$ cat config.mk
export PLATFORM = sky130hd
export DESIGN_NAME = serial_transceiver
export DESIGN_NICKNAME = d
export VERILOG_FILES = /design/src/serial_pkg.sv /design/src/serial_transceiver.sv
export SDC_FILE = /design/constraint.sdc
export NUM_CORES = 1
export LEC_CHECK = 0
export ABC_AREA = 0
export BUFFER_PORTS_ARGS = -buffer_cell sky130_fd_sc_hd__buf_2
export CORE_ASPECT_RATIO = 1.5
export CORE_MARGIN = 5
export CORE_UTILIZATION = 50
export DETAILED_ROUTE_END_ITERATION = 10
export HOLD_SLACK_MARGIN = 0.15
export PLACE_DENSITY = 0.84
export SYNTH_ARGS = -nofsm -noshare
export SYNTH_HDL_FRONTEND = slang
export SYNTH_SLANG_ARGS = --single-unit
$ cat constraint.sdc
create_clock -name aclk -period 3.42 [get_ports aclk]
set_input_delay 0.342 -clock aclk [delete_from_list [all_inputs] [get_ports aclk]]
set_output_delay 0.342 -clock aclk [all_outputs]
set_load 0.005 [all_outputs]
$ cat src/serial_pkg.sv
package serial_pkg;

    // register byte offsets on the lite bus
    localparam logic [7:0] ADDR_DATA     = 8'h00;
    localparam logic [7:0] ADDR_STATUS_A = 8'h04;
    localparam logic [7:0] ADDR_CTRL_B   = 8'h08;
    localparam logic [7:0] ADDR_CTRL_C   = 8'h0C;
    localparam logic [7:0] ADDR_BAUD     = 8'h10;

    // control_status_a bit positions
    localparam int RXC_POS  = 7;
    localparam int TXC_POS  = 6;
    localparam int UDRE_POS = 5;
    localparam int FE_POS   = 4;
    localparam int DOR_POS  = 3;
    localparam int PE_POS   = 2;

    // control_status_b bit positions
    localparam int RXCIE_POS = 7;
    localparam int TXCIE_POS = 6;
    localparam int UDRIE_POS = 5;
    localparam int RXEN_POS  = 4;
    localparam int TXEN_POS  = 3;
    localparam int RXB8_POS  = 1;
    localparam int TXB8_POS  = 0;

    // control_c fields
    localparam int SIZE_LSB   = 0;
    localparam int PODD_POS   = 3;
    localparam int PEN_POS    = 4;
    localparam int SYNC_POS   = 5;

    localparam logic [2:0] SIZE_NINE  = 3'h7;
    localparam logic [2:0] SIZE_EIGHT = 3'h3;
    localparam logic [15:0] BAUD_RESET = 16'h0033;
    localparam int RX_DEPTH = 2;
    localparam logic [1:0] RESP_OKAY   = 2'b00;
    localparam logic [1:0] RESP_SLVERR = 2'b10;

    // one received character with its status bits
    typedef struct packed {
        logic [8:0] data;
        logic       frame_err;
        logic       overrun;
        logic       parity_err;
    } rx_entry_t;

    typedef enum logic [2:0] {
        LINE_IDLE   = 3'b000,
        LINE_START  = 3'b001,
        LINE_DATA   = 3'b011,
        LINE_PARITY = 3'b010,
        LINE_STOP   = 3'b110,
        LINE_STOP2  = 3'b111
    } line_state_t;

endpackage : serial_pkg

$ cat src/serial_transceiver.sv
// The implementer's own choices: the register offsets and the AXI4-Lite slave port.
`timescale 1ns/1ns
// Summary of operation
// - ninth bit carried both directions
// - empty flag tracks transmit buffer occupancy
// - empty interrupt requested while flag set
// - data write clears empty flag
// - complete flag set when all shifted out (code: set as the stop bit starts, on the last tick of LINE_STOP)
// - complete cleared by service or one
// - complete interrupt when flag set, enabled
// - parity bit after data, before stop
// - transmitter disable waits for empty path
// - receiver enable takes receive pin
// - synchronous mode samples on external clock
// - sample through first stop, ignore second
// - first stop moves frame into buffer
// - unused upper data bits read zero
// - ninth bit and errors stored per entry
// - receive complete means buffer not empty
// - receiver disable flushes buffer
// - receive interrupt requested while flag set
// - two-entry buffer, overrun on fourth start
// - parity is xor, inverted for odd
// - frame error when first stop low
module serial_transceiver
    import serial_pkg::*;
(
    input  wire logic        aclk,          // system clock
    input  wire logic        aresetn,       // synchronous reset, low
    input  wire logic [7:0]  s_axi_awaddr,  // write address
    input  wire logic        s_axi_awvalid, // write address valid
    output logic             s_axi_awready, // write address ready
    input  wire logic [31:0] s_axi_wdata,   // write data
    input  wire logic [3:0]  s_axi_wstrb,   // write strobes
    input  wire logic        s_axi_wvalid,  // write data valid
    output logic             s_axi_wready,  // write data ready
    output logic [1:0]       s_axi_bresp,   // write response
    output logic             s_axi_bvalid,  // write response valid
    input  wire logic        s_axi_bready,  // write response ready
    input  wire logic [7:0]  s_axi_araddr,  // read address
    input  wire logic        s_axi_arvalid, // read address valid
    output logic             s_axi_arready, // read address ready
    output logic [31:0]      s_axi_rdata,   // read data
    output logic [1:0]       s_axi_rresp,   // read response
    output logic             s_axi_rvalid,  // read valid
    input  wire logic        s_axi_rready,  // read ready
    input  wire logic        rx_pin,        // serial receive line
    input  wire logic        sync_transfer_clock_pin, // external clock
    input  wire logic        tx_complete_ack, // complete interrupt serviced
    output logic             tx_pin_out,    // serial transmit line
    output logic             tx_pin_oe,     // transmitter owns pin
    output logic             rx_pin_owned,  // receiver owns pin
    output logic             irq_rx_complete, // receive interrupt
    output logic             irq_tx_empty,  // buffer empty interrupt
    output logic             irq_tx_complete // transmit complete interrupt
);

    ////////////////////////////////////////////////////////////////////////
    // registers and state
    logic [7:0]  ctrl_b;
    logic [7:0]  ctrl_c;
    logic [15:0] baud_div;
    logic [15:0] baud_cnt;
    logic        tick;
    logic [8:0]  tx_buf;
    logic        tx_buffer_empty_flag;
    logic        tx_complete_flag;
    line_state_t tx_state;
    logic [8:0]  tx_shift;
    logic [3:0]  tx_bit;
    logic        tx_par;
    line_state_t rx_state;
    logic [8:0]  rx_shift;
    logic [3:0]  rx_bit;
    logic        rx_par_err;
    logic        rx_hold;
    rx_entry_t   rx_held;
    rx_entry_t   rx_fifo [RX_DEPTH];
    logic [1:0]  rx_count;
    logic        rx_rd_ptr;
    logic        overrun_pend;
    logic [2:0]  rx_sync;
    logic [2:0]  xck_sync;
    logic        rx_s;
    logic        xck_rise;
    logic        aw_got;
    logic        w_got;
    logic [7:0]  aw_addr;
    logic [31:0] w_data;
    logic        wr_do;
    logic        rd_data;
    logic        next_tx_load;

    logic        transmitter_enable;
    logic        receiver_enable;
    logic        parity_enable_bit;
    logic        parity_odd_select;
    logic [2:0]  character_size_code;
    logic [3:0]  nbits;
    logic        rx_complete_flag;
    rx_entry_t   rx_head;
    logic        bit_tick;

    assign transmitter_enable  = ctrl_b[TXEN_POS];
    assign receiver_enable     = ctrl_b[RXEN_POS];
    assign parity_enable_bit   = ctrl_c[PEN_POS];
    assign parity_odd_select   = ctrl_c[PODD_POS];
    assign character_size_code = ctrl_c[SIZE_LSB +: 3];
    assign rx_complete_flag    = (rx_count != 2'd0);
    assign rx_head             = rx_fifo[rx_rd_ptr];

    // data bits per character from the size code
    function automatic logic [3:0] size_bits(input logic [2:0] code);
        if (code == SIZE_NINE) begin
            return 4'd9;
        end else if (code > SIZE_EIGHT) begin
            return 4'd8;
        end else begin
            return 4'(code) + 4'd5;
        end
    endfunction : size_bits

    // mask characters below eight bits
    function automatic logic [8:0] mask_data(input logic [8:0] d, input logic [3:0] n);
        return d & 9'((10'h1 << n) - 10'h1);
    endfunction : mask_data

    assign nbits = size_bits(character_size_code);

    // head character with unused upper bits cleared
    logic [8:0]  rx_head_masked;
    assign rx_head_masked = mask_data(rx_head.data, nbits);

    ////////////////////////////////////////////////////////////////////////
    // pin synchronisers and bit clock
    always_ff @(posedge aclk) begin
        rx_sync  <= {rx_sync[1:0], rx_pin};
        xck_sync <= {xck_sync[1:0], sync_transfer_clock_pin};
    end
    assign rx_s     = rx_sync[1];
    assign xck_rise = xck_sync[1] & ~xck_sync[2];

    // internal baud divider, one-cycle tick per bit
    always_ff @(posedge aclk) begin
        if (!aresetn || baud_cnt == 16'h0000) begin
            baud_cnt <= aresetn ? baud_div : BAUD_RESET;
        end else begin
            baud_cnt <= baud_cnt - 16'h0001;
        end
    end
    assign tick     = aresetn && baud_cnt == 16'h0000;
    assign bit_tick = ctrl_c[SYNC_POS] ? xck_rise : tick;

    ////////////////////////////////////////////////////////////////////////
    // lite bus handshake
    assign wr_do   = aw_got && w_got && !s_axi_bvalid;
    assign rd_data = s_axi_arvalid && s_axi_arready
                     && s_axi_araddr == ADDR_DATA && rx_complete_flag;

    always_ff @(posedge aclk) begin
        if (!aresetn) begin
            aw_got <= 1'b0;
            w_got  <= 1'b0;
            aw_addr <= 8'h00;
            w_data <= 32'h0000_0000;
            s_axi_bvalid <= 1'b0;
            s_axi_bresp  <= RESP_OKAY;
        end else begin
            if (s_axi_awvalid && s_axi_awready) begin
                aw_got  <= 1'b1;
                aw_addr <= s_axi_awaddr;
            end
            if (s_axi_wvalid && s_axi_wready) begin
                w_got  <= 1'b1;
                w_data <= s_axi_wdata;
            end
            if (wr_do) begin
                aw_got <= 1'b0;
                w_got  <= 1'b0;
                s_axi_bvalid <= 1'b1;
                s_axi_bresp  <= (aw_addr <= ADDR_BAUD) ? RESP_OKAY : RESP_SLVERR;
            end else if (s_axi_bready) begin
                s_axi_bvalid <= 1'b0;
            end
        end
    end
    assign s_axi_awready = !aw_got && aresetn;
    assign s_axi_wready  = !w_got && aresetn;

    // read answer one cycle after the address
    always_ff @(posedge aclk) begin
        if (!aresetn) begin
            s_axi_rvalid <= 1'b0;
            s_axi_rdata  <= 32'h0000_0000;
            s_axi_rresp  <= RESP_OKAY;
        end else if (s_axi_arvalid && s_axi_arready) begin
            s_axi_rvalid <= 1'b1;
            s_axi_rresp  <= RESP_OKAY;
            s_axi_rdata  <= 32'h0000_0000;
            if (s_axi_araddr == ADDR_DATA) begin
                s_axi_rdata[7:0] <= rx_head_masked[7:0];
            end else if (s_axi_araddr == ADDR_STATUS_A) begin
                s_axi_rdata[RXC_POS]  <= rx_complete_flag;
                s_axi_rdata[TXC_POS]  <= tx_complete_flag;
                s_axi_rdata[UDRE_POS] <= tx_buffer_empty_flag;
                s_axi_rdata[FE_POS]   <= rx_complete_flag & rx_head.frame_err;
                s_axi_rdata[DOR_POS]  <= rx_complete_flag & rx_head.overrun;
                s_axi_rdata[PE_POS]   <= rx_complete_flag & rx_head.parity_err;
            end else if (s_axi_araddr == ADDR_CTRL_B) begin
                s_axi_rdata[7:0]      <= ctrl_b;
                s_axi_rdata[RXB8_POS] <= rx_head.data[8];
            end else if (s_axi_araddr == ADDR_CTRL_C) begin
                s_axi_rdata[7:0] <= ctrl_c;
            end else if (s_axi_araddr == ADDR_BAUD) begin
                s_axi_rdata[15:0] <= baud_div;
            end else begin
                s_axi_rresp <= RESP_SLVERR;
            end
        end else if (s_axi_rready) begin
            s_axi_rvalid <= 1'b0;
        end
    end
    assign s_axi_arready = !s_axi_rvalid && aresetn;

    // control registers
    always_ff @(posedge aclk) begin
        if (!aresetn) begin
            ctrl_b   <= 8'h00;
            ctrl_c   <= {5'h00, SIZE_EIGHT};
            baud_div <= BAUD_RESET;
        end else if (wr_do && w_data_ok()) begin
            if (aw_addr == ADDR_CTRL_B) begin
                ctrl_b <= w_data[7:0] & ~8'(1 << RXB8_POS);
            end else if (aw_addr == ADDR_CTRL_C) begin
                ctrl_c <= w_data[7:0];
            end else if (aw_addr == ADDR_BAUD) begin
                baud_div <= w_data[15:0];
            end
        end
    end

    function automatic logic w_data_ok();
        return s_axi_wstrb != 4'h0 || w_got;
    endfunction : w_data_ok

    ////////////////////////////////////////////////////////////////////////
    // transmit buffer and flags
    assign next_tx_load = !tx_buffer_empty_flag && tx_state == LINE_IDLE
                          && transmitter_enable;

    always_ff @(posedge aclk) begin
        if (!aresetn) begin
            tx_buffer_empty_flag <= 1'b1;
            tx_buf <= 9'h000;
        end else if (wr_do && aw_addr == ADDR_DATA) begin
            tx_buf <= {ctrl_b[TXB8_POS], w_data[7:0]};
            tx_buffer_empty_flag <= 1'b0;
        end else if (next_tx_load) begin
            tx_buffer_empty_flag <= 1'b1;
        end
    end

    // complete flag: set wins over clear
    always_ff @(posedge aclk) begin
        if (!aresetn) begin
            tx_complete_flag <= 1'b0;
        end else if (tx_state == LINE_STOP && bit_tick && tx_buffer_empty_flag) begin
            tx_complete_flag <= 1'b1;
        end else if (tx_complete_ack
                     || (wr_do && aw_addr == ADDR_STATUS_A && w_data[TXC_POS])) begin
            tx_complete_flag <= 1'b0;
        end
    end

    // transmit shifter
    always_ff @(posedge aclk) begin
        if (!aresetn) begin
            tx_state <= LINE_IDLE;
            tx_shift <= 9'h000;
            tx_bit   <= 4'd0;
            tx_par   <= 1'b0;
            tx_pin_out <= 1'b1;
        end else begin
            case (tx_state)
                LINE_IDLE: begin
                    tx_pin_out <= 1'b1;
                    if (next_tx_load) begin
                        tx_shift <= mask_data(tx_buf, nbits);
                        tx_par   <= ^mask_data(tx_buf, nbits) ^ parity_odd_select;
                        tx_state <= LINE_START;
                    end
                end
                LINE_START: if (bit_tick) begin
                    tx_pin_out <= 1'b0;
                    tx_bit   <= 4'd0;
                    tx_state <= LINE_DATA;
                end
                LINE_DATA: if (bit_tick) begin
                    tx_pin_out <= tx_shift[0];
                    tx_shift <= tx_shift >> 1;
                    tx_bit   <= tx_bit + 4'd1;
                    if (tx_bit == nbits - 4'd1) begin
                        tx_state <= parity_enable_bit ? LINE_PARITY : LINE_STOP;
                    end
                end
                LINE_PARITY: if (bit_tick) begin
                    tx_pin_out <= tx_par;
                    tx_state <= LINE_STOP;
                end
                LINE_STOP: if (bit_tick) begin
                    tx_pin_out <= 1'b1;
                    tx_state <= LINE_IDLE;
                end
                default: tx_state <= LINE_IDLE;
            endcase
        end
    end

    // pin released only once shifter and buffer are empty
    always_ff @(posedge aclk) begin
        if (!aresetn) begin
            tx_pin_oe <= 1'b0;
        end else if (transmitter_enable) begin
            tx_pin_oe <= 1'b1;
        end else if (tx_state == LINE_IDLE && tx_buffer_empty_flag) begin
            tx_pin_oe <= 1'b0;
        end
    end

    ////////////////////////////////////////////////////////////////////////
    // receiver
    always_ff @(posedge aclk) begin
        if (!aresetn) begin
            rx_pin_owned <= 1'b0;
        end else begin
            rx_pin_owned <= receiver_enable;
        end
    end

    always_ff @(posedge aclk) begin
        if (!aresetn || !receiver_enable) begin
            rx_state <= LINE_IDLE;
            rx_shift <= 9'h000;
            rx_bit   <= 4'd0;
            rx_par_err <= 1'b0;
        end else begin
            case (rx_state)
                LINE_IDLE: if (bit_tick && !rx_s && !rx_hold) begin
                    rx_bit   <= 4'd0;
                    rx_shift <= 9'h000;
                    rx_state <= LINE_DATA;
                end
                LINE_DATA: if (bit_tick) begin
                    rx_shift[rx_bit] <= rx_s;
                    rx_bit <= rx_bit + 4'd1;
                    if (rx_bit == nbits - 4'd1) begin
                        rx_state <= parity_enable_bit ? LINE_PARITY : LINE_STOP;
                    end
                end
                LINE_PARITY: if (bit_tick) begin
                    rx_par_err <= ^rx_shift ^ parity_odd_select ^ rx_s;
                    rx_state <= LINE_STOP;
                end
                LINE_STOP: if (bit_tick) begin
                    rx_state <= LINE_IDLE;
                end
                default: rx_state <= LINE_IDLE;
            endcase
        end
    end

    // holding slot in the shifter and overrun detection
    always_ff @(posedge aclk) begin
        if (!aresetn || !receiver_enable) begin
            rx_hold <= 1'b0;
            rx_held <= '0;
            overrun_pend <= 1'b0;
        end else begin
            if (rx_state == LINE_STOP && bit_tick) begin
                rx_hold <= 1'b1;
                rx_held.data       <= rx_shift;
                rx_held.frame_err  <= !rx_s;
                rx_held.parity_err <= parity_enable_bit & rx_par_err;
                rx_held.overrun    <= overrun_pend;
            end else if (rx_hold && (rx_count < 2'(RX_DEPTH) || rd_data)) begin
                rx_hold <= 1'b0;
            end
            if (rx_hold && rx_count == 2'(RX_DEPTH) && !rd_data
                && bit_tick && !rx_s) begin
                overrun_pend <= 1'b1;
                rx_held.overrun <= 1'b1;
            end else if (rx_hold && (rx_count < 2'(RX_DEPTH) || rd_data)) begin
                overrun_pend <= 1'b0;
            end
        end
    end

    // two-entry fifo with status per character
    always_ff @(posedge aclk) begin
        if (!aresetn || !receiver_enable) begin
            rx_count  <= 2'd0;
            rx_rd_ptr <= 1'b0;
        end else begin
            if (rx_hold && (rx_count < 2'(RX_DEPTH) || rd_data)) begin
                rx_fifo[rx_rd_ptr ^ rx_count[0]] <= rx_held;
            end
            if (rd_data) begin
                rx_rd_ptr <= ~rx_rd_ptr;
            end
            rx_count <= rx_count + 2'(rx_hold && (rx_count < 2'(RX_DEPTH) || rd_data))
                        - 2'(rd_data);
        end
    end

    ////////////////////////////////////////////////////////////////////////
    // interrupt requests, global masking done outside
    always_ff @(posedge aclk) begin
        if (!aresetn) begin
            irq_rx_complete <= 1'b0;
            irq_tx_empty    <= 1'b0;
            irq_tx_complete <= 1'b0;
        end else begin
            irq_rx_complete <= rx_complete_flag & ctrl_b[RXCIE_POS];
            irq_tx_empty    <= tx_buffer_empty_flag & ctrl_b[UDRIE_POS];
            irq_tx_complete <= tx_complete_flag & ctrl_b[TXCIE_POS];
        end
    end

    ////////////////////////////////////////////////////////////////////////
    // checks
    empty_after_write_a: assert property (@(posedge aclk) disable iff (!aresetn)
        wr_do && aw_addr == ADDR_DATA |=> !tx_buffer_empty_flag)
        else $error("buffer empty flag not cleared by data write");
    empty_irq_level_a: assert property (@(posedge aclk) disable iff (!aresetn)
        tx_buffer_empty_flag && ctrl_b[UDRIE_POS] |=> irq_tx_empty)
        else $error("empty interrupt missing");
    complete_irq_a: assert property (@(posedge aclk) disable iff (!aresetn)
        $rose(tx_complete_flag) && ctrl_b[TXCIE_POS] |=> irq_tx_complete)
        else $error("complete interrupt missing");
    complete_set_a: assert property (@(posedge aclk) disable iff (!aresetn)
        tx_state == LINE_STOP && bit_tick && tx_buffer_empty_flag |=> tx_complete_flag)
        else $error("complete flag not set");
    rx_flush_a: assert property (@(posedge aclk) disable iff (!aresetn)
        !receiver_enable |=> !rx_complete_flag)
        else $error("buffer not flushed");
    fifo_depth_a: assert property (@(posedge aclk) disable iff (!aresetn)
        rx_count <= 2'(RX_DEPTH))
        else $error("receive buffer overfilled");
    pin_release_a: assert property (@(posedge aclk) disable iff (!aresetn)
        !transmitter_enable && tx_state != LINE_IDLE |=> tx_pin_oe)
        else $error("pin released mid frame");
    rx_irq_a: assert property (@(posedge aclk) disable iff (!aresetn)
        rx_complete_flag && ctrl_b[RXCIE_POS] |=> irq_rx_complete)
        else $error("receive interrupt missing");
    tx_frame_c: cover property (@(posedge aclk) $rose(tx_complete_flag));
    rx_frame_c: cover property (@(posedge aclk) rx_count == 2'(RX_DEPTH));
    overrun_c:  cover property (@(posedge aclk) overrun_pend);

endmodule : serial_transceiver

==> results.md, run 1 <==
Detailed routing
* 662 — Iter 0 DRT Violations
* 0 — Post-DRT Antenna Nets
* 22300 um — WL final
* 5.77 — Vias per Instance
* 17.3 um — Avg WL per Cell
* 0 — number of remaining DRC errors
* 7446 — total number of vias
* 7 — First-pass DRT Iterations

Synth
* 19.9% — share of synthesized cell area in and, or, nand and nor gates
* 24 — number of enable-type register cells in the synthesized netlist
* 37.6% — top-area cell type share of the netlist area
* 6.93% — multiplexer fraction of the synthesized cell area
* dfxtp_1 38%, edfxtp_1 8.1%, mux2i_1 6.3%, nand2_1 5.4%, nor2b_1 3.8% — ranking of synthesized cells by area
* dfxtp_1 — top flip-flop cell by instance count after synthesis
* 986 — post-synthesis instance total
* 64 — distinct cell type count after synthesis
* 167 x dfxtp_1, 129 x nand2_1, 67 x o21ai_0 — Post-synth top cells
* 191 — flip-flop and latch count after synthesis
* 45.7% — sequential area share after synthesis
* 9.02 um^2 — synthesized area per cell
* dfxtp_1 — library cell occupying the most area in the post-synthesis netlist
* 4.25% — xor/xnor share of the synthesized area
* 2.39% — adder-cell area share of the yosys netlist
* 0.00890 mm^2 — mapped cell area
* dfxtp_1 — most frequent cell after synthesis
* 0 — Yosys warnings
* 0% — async set or reset register ratio after synthesis
* simple AND/OR/NAND/NOR gates — main combinational cell family by area after synthesis
* 15.8% — synthesized-area fraction occupied by ao, oa, aoi and oai cells

Setup path
* 13 — cell depth of the worst flop-to-flop path
* reg -> reg — class of the most critical setup path
* tx_par — endpoint of the worst setup timing path
* register — CP endpoint kind
* register — nature of the critical path startpoint
* 3.80 ns — CP required
* ctrl_c[0] — worst r2r src
* 3.64 ns — arrival time worst endpoint
* tx_par — destination of the worst register-to-register timing path
* 11 — Max Fanout on Critical Path
* 0.16 ns — FF-to-FF setup slack
* ctrl_c[0] — Worst setup startpoint

Global routing
* 0 — antenna violations before repair
* 39.3% — met2 track demand over resource in global routing
* 22.3% — met1 layer usage reported by global route
* 7148 — number of global-route vias before repair
* met2 — most crowded layer after global routing
* 70 — largest net degree at the start of global routing
* 21.2% — total global-route track usage
* 4.21% — met3 capacity usage during global routing
* 35600 um — wire length of the first global-routing pass
* 0 — remaining global-route overflow

Clocking
* 0.07 ns — clock slew at reported path FFs
* 0 — number of setup buffers added after CTS
* yes — CTS tree
* 4 — count of H-tree levels built during CTS
* 191 — TritonCTS Sinks
* 17 — clock buffer count from CTS
* 2 — Max Buffers Root-to-Sink
* 0.45 ns — insertion delay to the later sink of the worst-skew pair
* clkbuf_16 — clk root buf

Timing
* 0 — number of setup violations in the final report
* 306 MHz — highest attainable clock frequency
* 3.26 ns — minimum clock period after layout
* 0.176 ns — worst slack on hold paths
* 0.00896 ns — Post-Route Skew
* 0 — count of final max-slew check failures
* 0 — count of final hold-check violations
* 0 ns — sum of negative setup slack
* 39.2% — tightest slew margin relative to the limit
* 0.910 ns — pin slew with the least headroom to its limit
* 95.4% — share of the clock period used by the worst path after layout

Die
* 0.0174 mm^2 — core region area
* 51.1% — Initial Util
* 173 um — die extent in y
* 109 — number of top-level pins
* 119 um — Die X
* 0.0206 mm^2 — die area
* 59 — cell row count

Worst hold path
* s_axi_awaddr[6] — startpoint of the tightest hold check path
* in -> reg — class of the tightest hold or removal check

Placement
* 0.968 — routability congestion estimate from global placement
* 15400 um — HPWL after DPL
* 70 — buffers added on ports

Layout
* 13.4% — fraction of layout instances using a drive strength above 1
* 0 — diode insertion count for antenna repair
* 15.5% — Layout Area Growth over Synthesis
* 1143 — nets@finish

Pwr
* 448 mW/mm^2 — total power density per cell area
* 0.000336 V — VDD IR-drop max
* 3.93 nW — standby leakage power

Run
* 0 — max-capacitance violation count

Run status
* complete, no violations — run status

metal layers:
| metal | wire length (um) | vias up |
|---|---|---|
| li1 | - | 3588 |
| met1 | 8440 | 3528 |
| met2 | 11900 | 262 |
| met3 | 965 | 68 |
| met4 | 1030 | 0 |
| met5 | 0 | - |
sequential cells by signal (all words and copies together), names as in the netlist, 4 cells and up, named ones only:
signal / count
tx_shift: 9
w_data: 16
rx_shift: 9
s_axi_rdata: 16
ctrl_c: 8
baud_cnt: 16
ctrl_b: 7
tx_buf: 9
rx_bit: 4
rx_held: 12
aw_addr: 8
baud_div: 16
tx_bit: 4
rx_fifo: 24
layout make-up:
cell class / instances / area (um^2)
clock inverters: 15 / 183
multi-input cells: 718 / 4490
fillers: 1397 / 7150
inverters: 17 / 63.8
repair buffers: 119 / 781
clock buffers: 17 / 425
flip-flops and latches: 191 / 4070
well taps: 213 / 267
kinds of logic after synthesis:
kind of cell / Yosys count
buffers and inverters: 94
DFF: 191
adders and majority gates: 17
and+or+nand+nor: 363
muxes: 61
xor gates and xnor gates: 40
AOI/OAI and AO/OA: 219
other: 1
how the worst min path moves through the flow:
| stage | end | slack [ns] | cells after the start |
|---|---|---|---|
| global route | aw_addr[2] | 0.17 | 3 |
| floorplan | rx_sync[1] | 0.31 | 0 |
| CTS | aw_addr[7] | 0.15 | 3 |
| global placement | rx_sync[1] | 0.31 | 0 |
| detailed placement | xck_sync[1] | 0.32 | 0 |
| finish | aw_addr[6] | 0.18 | 3 |
worst max-delay path: stages (launching register included):
cell,delay [ns]
dfxtp_1,0.32
ha_1,0.25
ha_1,0.26
nor2b_1,0.12
o21ai_1,0.13
ha_1,0.23
buf_4,0.18
o21ai_0,0.28
a21oi_1,0.13
a311oi_1,0.25
o21ai_1,0.13
xnor3_1,0.38
xnor3_1,0.38
a21oi_1,0.14
through the flow:
stage | setup slack [ns] | util (%) | std cells | cell area [um^2] | total power [mW]
finish | 0.156 | 59.0 | 1290 | 10300 | 4.60
global route | -0.100 | 59.0 | 1290 | 10300 | 4.75
CTS | 0.104 | 58.8 | 1290 | 10200 | 4.61
detailed placement | 0.145 | 53.9 | 1234 | 9390 | 2.57
global placement | 0.186 | 53.9 | 1234 | 9390 | 2.56
floorplan | 0.0594 | - | 1003 | 8960 | 2.51
timing repair:
action	CTS	global route
setup endpoints to repair	0	1
resized for setup	0	11
hold buffers	24	0
endpoints found under the hold margin	23	0
layout by cell type (no fill, tap or decap), drive strengths merged, types with 5 or more instances in the layout:
cell type / instances
nor2b: 54
a21boi: 20
ha: 17
o31ai: 6
xor2: 8
a21oi: 48
nand2b: 5
nand3: 27
a22oi: 15
buf: 95
xnor2: 30
o211ai: 10
nor4: 7
or4: 7
nand2: 129
a31oi: 5
nand4: 8
and3: 5
mux2i: 56
a311oi: 5
dfxtp: 167
o21ai: 72
o211a: 8
mux2: 5
and2: 16
nor3: 23
conb: 18
clkbuf: 17
inv: 29
nand3b: 5
or3: 5
nor2: 61
edfxtp: 24
dlygate4sd3: 24
power by group:
group	internal [mW]	switching [mW]
Clock	1.06	0.994
Sequential	2.30	0.0381
Combinational	0.0975	0.112
Power figures use the tool's default switching activity.
==> run 2: changes to the inputs <==
- CELL_PAD_IN_SITES_DETAIL_PLACEMENT: not set -> 1
- CELL_PAD_IN_SITES_GLOBAL_PLACEMENT: not set -> 2
- CORE_UTILIZATION: 50 -> 32
- PLACE_DENSITY: 0.84 -> 0.86
==> results.md, run 2 (same netlist as run 1, synthesis figures left out) <==
Layout
* 19.3% — Layout Area Growth over Synthesis
* 0.00406 mm^2 — Seq. cell area, about the same
* 24 — flip-flop count of the largest register after layout, unchanged
* dfxtp_1 — most common library cell in the layout ignoring fill and taps
* 167 x dfxtp_1, 129 x nand2_1, 69 x buf_2 — commonest cells after routing, fill and taps aside
* 0.0106 mm^2 — design area, +3.3%
* 0.00452 mm^2 — multi-input logic area, +0.64%
* 0 — diode insertion count for antenna repair, unchanged
* 1433 — non-filler instance count after layout, +11%
* 3132 — final-layout fill cell count, +120%
* 14.0% — fraction of layout instances using a drive strength above 1, +0.65 points
* 1157 — nets@finish, +1.2%

Placement
* 70 — buffers added on ports, unchanged
* 1372 — Placed Cells incl. Taps, +11%
* 0.896 — routability congestion estimate from global placement, -7.4%
* 0.00963 mm^2 — placement-stage cell area, +2.6%
* 0.0178 ns — Setup WS pre-CTS, -0.127 ns
* 19000 um — HPWL after DPL, +24%

Detailed routing
* 5.20 — Vias per Instance, -9.9%
* 0 — number of remaining DRC errors, unchanged
* 7455 — total number of vias, +0.12%
* 291 — Iter 0 DRT Violations, -56%
* 18.4 um — Avg WL per Cell, +6.5%
* 0 — Post-DRT Antenna Nets, unchanged
* 4 — First-pass DRT Iterations, -3
* 26400 um — WL final, +18%

Timing
* 0 — number of setup violations in the final report, unchanged
* 36.4% — tightest slew margin relative to the limit, -2.8 points
* 0 — count of final max-slew check failures, unchanged
* 0.173 ns — least setup slack across all paths after layout, +0.0168 ns
* 308 MHz — highest attainable clock frequency, +0.52%
* 0.0124 ns — Post-Route Skew, +0.00341 ns
* 0 — count of final hold-check violations, unchanged
* 3.25 ns — minimum clock period after layout, -0.0168 ns
* 0.953 ns — pin slew with the least headroom to its limit, +0.0423 ns
* 94.9% — share of the clock period used by the worst path after layout, -0.49 points
* true — setup repair after global routing missed its margin

Run status
* complete, no violations — run status

Global routing
* 42100 um — wire length of the first global-routing pass, +18%
* 73 — largest net degree at the start of global routing, +4.3%
* 7877 — number of global-route vias before repair, +10%
* 0 — antenna violations before repair, unchanged
* 0 — remaining global-route overflow, unchanged
* 16.9% — total global-route track usage, -4.3 points

Worst hold path
* s_axi_awaddr[0] — startpoint of the tightest hold check path
* in -> reg — class of the tightest hold or removal check
* aw_addr[0] — endpoint with the worst hold slack
* 3 — cell count of the worst hold path, unchanged

Setup path
* 2 — sum of buffers and inverters on the critical path, +1
* ha_1 -> ha_1 -> nor2b_1 -> o21ai_2 -> ha_1 -> buf_4 -> o311a_1 -> o41ai_4 -> buf_4 -> xnor2_1 -> xnor2_1 -> xnor2_1 -> xnor3_1 -> a21oi_1 — cells traversed along the worst timing path
* 0.17 ns — FF-to-FF setup slack, +0.02 ns
* register — nature of the critical path startpoint
* tx_par — destination of the worst register-to-register timing path
* register — CP endpoint kind
* compound AO/OA/AOI/OAI gates — Largest delay share family, worst path
* 11 — Max Fanout on Critical Path, unchanged
* 3.80 ns — CP required, about the same
* 14 — cell depth of the worst flop-to-flop path, +1
* o311a_1 — highest-delay cell along the critical path
* reg -> reg — class of the most critical setup path
* 3.63 ns — arrival time worst endpoint, about the same
* ctrl_c[0] — worst r2r src
* 0.41 ns — maximum single-stage delay on the critical path, +0.03 ns

Clocking
* clkbuf_16 — clk root buf
* 17 — clock buffer count from CTS, unchanged
* 191 — TritonCTS Sinks, unchanged
* 0.08 ns — clock slew at reported path FFs, about the same
* 4 — count of H-tree levels built during CTS, unchanged
* 2 — Max Buffers Root-to-Sink, unchanged
* 0.46 ns — insertion delay to the later sink of the worst-skew pair, about the same
* yes — CTS tree

Pwr
* 4.68 mW — total power, +1.7%
* 4.00 nW — standby leakage power, +1.8%
* 0.000291 V — VDD IR-drop max, -13%
* 441 mW/mm^2 — total power density per cell area, -1.5%

Die
* 0.0313 mm^2 — die area, +52%
* 109 — number of top-level pins, unchanged
* 214 um — die extent in y, +24%
* 32.6% — Initial Util, -18 points
* 0.0273 mm^2 — core region area, +57%
* 146 um — Die X, +23%
* 74 — cell row count, +25%

Run
* 0 — max-capacitance violation count, unchanged

[run 2: where the power goes]
part | switching [mW] | total [mW] | leakage, nW | internal (mW)
Combinational | 0.118 | 0.219 | 2.08 | 0.102
Clock | 0.973 | 2.13 | 0.299 | 1.15
Sequential | 0.0387 | 2.33 | 1.62 | 2.30
Total | 1.13 | 4.68 | 4.00 | 3.55
[run 2: metal layers]
layer | track usage (%) | routed length, um | up-vias | share of wire, %
li1 | - | - | 3609 | -
met1 | 16.9 | 9940 | 3672 | 38
met2 | 33.1 | 14800 | 125 | 56
met3 | 3.53 | 715 | 49 | 2.7
met4 | 7.44 | 964 | 0 | 3.6
met5 | 0 | 0 | - | 0
[run 2: worst max-delay path by stage]
stage	start	endpoint	slack [ns]	cells past startpoint
final	ctrl_c[0]	tx_par	0.17	14
after floorplan	ctrl_c[2]	tx_par	0.06	12
after global routing	ctrl_c[2]	tx_par	-0.04	13
after detailed placement	ctrl_c[2]	tx_par	0.02	13
after CTS	ctrl_c[0]	tx_par	0.03	14
after global placement	ctrl_c[0]	tx_par	0.10	13
[run 2: through the flow]
| step | utilization, % | setup TNS (ns) | hold slack, ns |
|---|---|---|---|
| after global routing | 38.9 | -0.0418 | 0.156 |
| after CTS | 38.7 | 0 | 0.152 |
| after global placement | 35.3 | 0 | 0.313 |
| after floorplan | - | 0 | 0.310 |
| final | 38.9 | 0 | 0.168 |
| after detailed placement | 35.3 | 0 | 0.316 |
[run 2: final cells by class]
class	count	share of cell area (%)
repair buffers	133	8.58
multi-input cells	718	42.6
clock buffers	19	4.28
clock inverters	13	1.64
inverters	17	0.601
flip-flops and latches	191	38.3
well taps	342	4.03
[run 2: timing repair]
action	4_1_cts	5_1_grt
setup buffers	0	0
pin swaps	0	1
endpoints found under the setup margin	1	6
cloned	0	0
hold buffers	29	0
endpoints found under the hold margin	28	0
resized for setup	2	13
[run 2: worst register-to-register path: stages (launching register included)]
cell and delay (ns):
dfxtp_1 0.32, ha_1 0.24, ha_1 0.27, nor2b_1 0.16, o21ai_2 0.11, ha_1 0.21, buf_4 0.18, o311a_1 0.41
o41ai_4 0.27, buf_4 0.18, xnor2_1 0.13, xnor2_1 0.17, xnor2_1 0.15, xnor3_1 0.24, a21oi_1 0.14
==> run 3: changes to the inputs <==
- CORE_UTILIZATION: 32 -> 36
- PLACE_DENSITY: 0.86 -> 0.91
- clock period: 3.42 -> 3.55 ns (I/O delays scaled with it)
==> results.md, run 3 (same netlist as run 1, synthesis figures left out) <==
Timing
* 0.0154 ns — Post-Route Skew, +0.00304 ns
* 300 MHz — highest attainable clock frequency, -2.6%
* 0 — number of setup violations in the final report, unchanged
* 0 — count of final hold-check violations, unchanged
* 38.7% — tightest slew margin relative to the limit, +2.4 points
* 0 — count of final max-slew check failures, unchanged
* 93.9% — share of the clock period used by the worst path after layout, -1.1 points
* 3.33 ns — minimum clock period after layout, +0.0857 ns
* 0.917 ns — pin slew with the least headroom to its limit, -0.0358 ns

Setup path
* ctrl_c[0] — worst r2r src
* ctrl_c[0] — Worst setup startpoint
* 3.93 ns — CP required, +0.13 ns
* tx_par — endpoint of the worst setup timing path
* tx_par — destination of the worst register-to-register timing path
* 12 — cell depth of the worst flop-to-flop path, -2
* register — nature of the critical path startpoint
* reg -> reg — class of the most critical setup path
* register — CP endpoint kind
* 5 — Max Fanout on Critical Path, -6
* 3.71 ns — arrival time worst endpoint, +0.08 ns
* 0.22 ns — FF-to-FF setup slack, +0.04 ns

Worst hold path
* in -> reg — class of the tightest hold or removal check
* 2 — cell count of the worst hold path, -1

Detailed routing
* 4 — First-pass DRT Iterations, unchanged
* 0 — number of remaining DRC errors, unchanged
* 385 — Iter 0 DRT Violations, +32%
* 25100 um — WL final, -5.1%
* 18.0 um — Avg WL per Cell, -2.6%
* 7271 — total number of vias, -2.5%
* 5.20 — Vias per Instance, about the same
* 0 — Post-DRT Antenna Nets, unchanged

Pwr
* 424 mW/mm^2 — total power density per cell area, -3.8%
* 0.000291 V — VDD IR-drop max, about the same
* 4.39 mW — total power, -6.1%
* 3.90 nW — standby leakage power, -2.6%

Layout
* dfxtp_1 — most common library cell in the layout ignoring fill and taps
* 0 — diode insertion count for antenna repair, unchanged
* 167 x dfxtp_1, 129 x nand2_1, 69 x buf_2 — commonest cells after routing, fill and taps aside
* 1139 — nets@finish, -1.6%
* 24 — flip-flop count of the largest register after layout, unchanged
* 16.4% — Layout Area Growth over Synthesis
* 1397 — non-filler instance count after layout, -2.5%
* 2880 — final-layout fill cell count, -8.0%
* 0.0104 mm^2 — design area, -2.4%
* 13.2% — fraction of layout instances using a drive strength above 1, -0.79 points

Clocking
* clkbuf_16 — clk root buf
* 4 — count of H-tree levels built during CTS, unchanged
* 0.45 ns — insertion delay to the later sink of the worst-skew pair, about the same
* 191 — TritonCTS Sinks, unchanged
* 17 — clock buffer count from CTS, unchanged
* 2 — Max Buffers Root-to-Sink, unchanged
* 0.08 ns — clock slew at reported path FFs, about the same
* yes — CTS tree

Die
* 0.0243 mm^2 — core region area, -11%
* 203 um — die extent in y, -5.5%
* 138 um — Die X, -5.3%
* 0.0280 mm^2 — die area, -10%
* 36.5% — Initial Util, +4.0 points
* 70 — cell row count, -5.4%
* 109 — number of top-level pins, unchanged

Global routing
* 89 — largest net degree at the start of global routing, +22%
* 18.1% — total global-route track usage, +1.1 points
* 0 — remaining global-route overflow, unchanged
* 0 — antenna violations before repair, unchanged
* 7813 — number of global-route vias before repair, -0.81%
* 41000 um — wire length of the first global-routing pass, -2.7%

Placement
* 0.870 — routability congestion estimate from global placement, -2.9%
* 0.00953 mm^2 — placement-stage cell area, -1.1%
* 70 — buffers added on ports, unchanged
* 18400 um — HPWL after DPL, -3.4%
* 1345 — Placed Cells incl. Taps, -2.0%

Run status
* complete, no violations — run status

Run
* 0 — max-capacitance violation count, unchanged

run 3: cell count changes in the layout (fill, tap and decap cells not counted), sizes merged:
cell / delta
clkinv: +1
clkbuf: -2
buf: -9
clkinvlp: +1
bufinv: -1
inv: +1
dlygate4sd3: -9
run 3: how the worst min path moves through the flow:
stage	start	end	slack, ns
finish	s_axi_arvalid	s_axi_rvalid	0.17
global route	s_axi_arvalid	s_axi_rvalid	0.17
CTS	s_axi_bready	s_axi_bvalid	0.15
detailed placement	rx_sync[0]	rx_sync[1]	0.32
global placement	rx_sync[0]	rx_sync[1]	0.31
floorplan	rx_sync[0]	rx_sync[1]	0.31
run 3: per-layer routing:
metal  track usage, %  routed length (um)
met1             19.1                9700
met4             7.80                 837
met3             2.78                 591
met5                0                   0
met2             35.2               14000
run 3: area by class of cell:
cell class	instances	area (um^2)	area share, %
Sequential cell	191	4060	39.3
Clock buffer	17	425	4.11
Timing Repair Buffer	115	741	7.15
Multi-Input combinational cell	718	4480	43.3
Clock inverter	15	171	1.66
Tap cell	324	405	3.92
Inverter	17	63.8	0.616
run 3: through the flow:
step           setup WS [ns]  hold WS (ns)  setup TNS [ns]  util [%]
5_1_grt              -0.0296         0.168         -0.0296      42.5
6_report               0.217         0.172               0      42.5
3_5_place_dp           0.126         0.315               0      39.1
4_1_cts               0.0425         0.154               0      42.4
2_1_floorplan         0.0919         0.310               0         -
3_3_place_gp           0.190         0.311               0      39.1
run 3: timing repair:
| action | in CTS | in global routing |
|---|---|---|
| hold buffers | 20 | 0 |
| buffers inserted | 0 | 0 |
| endpoints found under the setup margin | 0 | 3 |
| hold endpoints to repair | 20 | 0 |
| resized for setup | 0 | 9 |
run 3: where the power goes:
part           leakage (nW)  internal (mW)  switching (mW)
sequential             1.62           2.21          0.0356
clock                 0.283           1.00           0.941
combinational          1.99         0.0908           0.109
total                  3.90           3.31            1.09
run 3: critical path, stage by stage (launching register included):
cell and delay, ns:
dfxtp_1 0.33, ha_1 0.24, ha_1 0.25, a2111oi_1 0.45
buf_4 0.20, nand2_1 0.07, ha_1 0.38, nor2b_1 0.25
xnor2_1 0.17, xnor2_1 0.15, xnor3_1 0.24, xnor3_1 0.38
a21oi_1 0.15
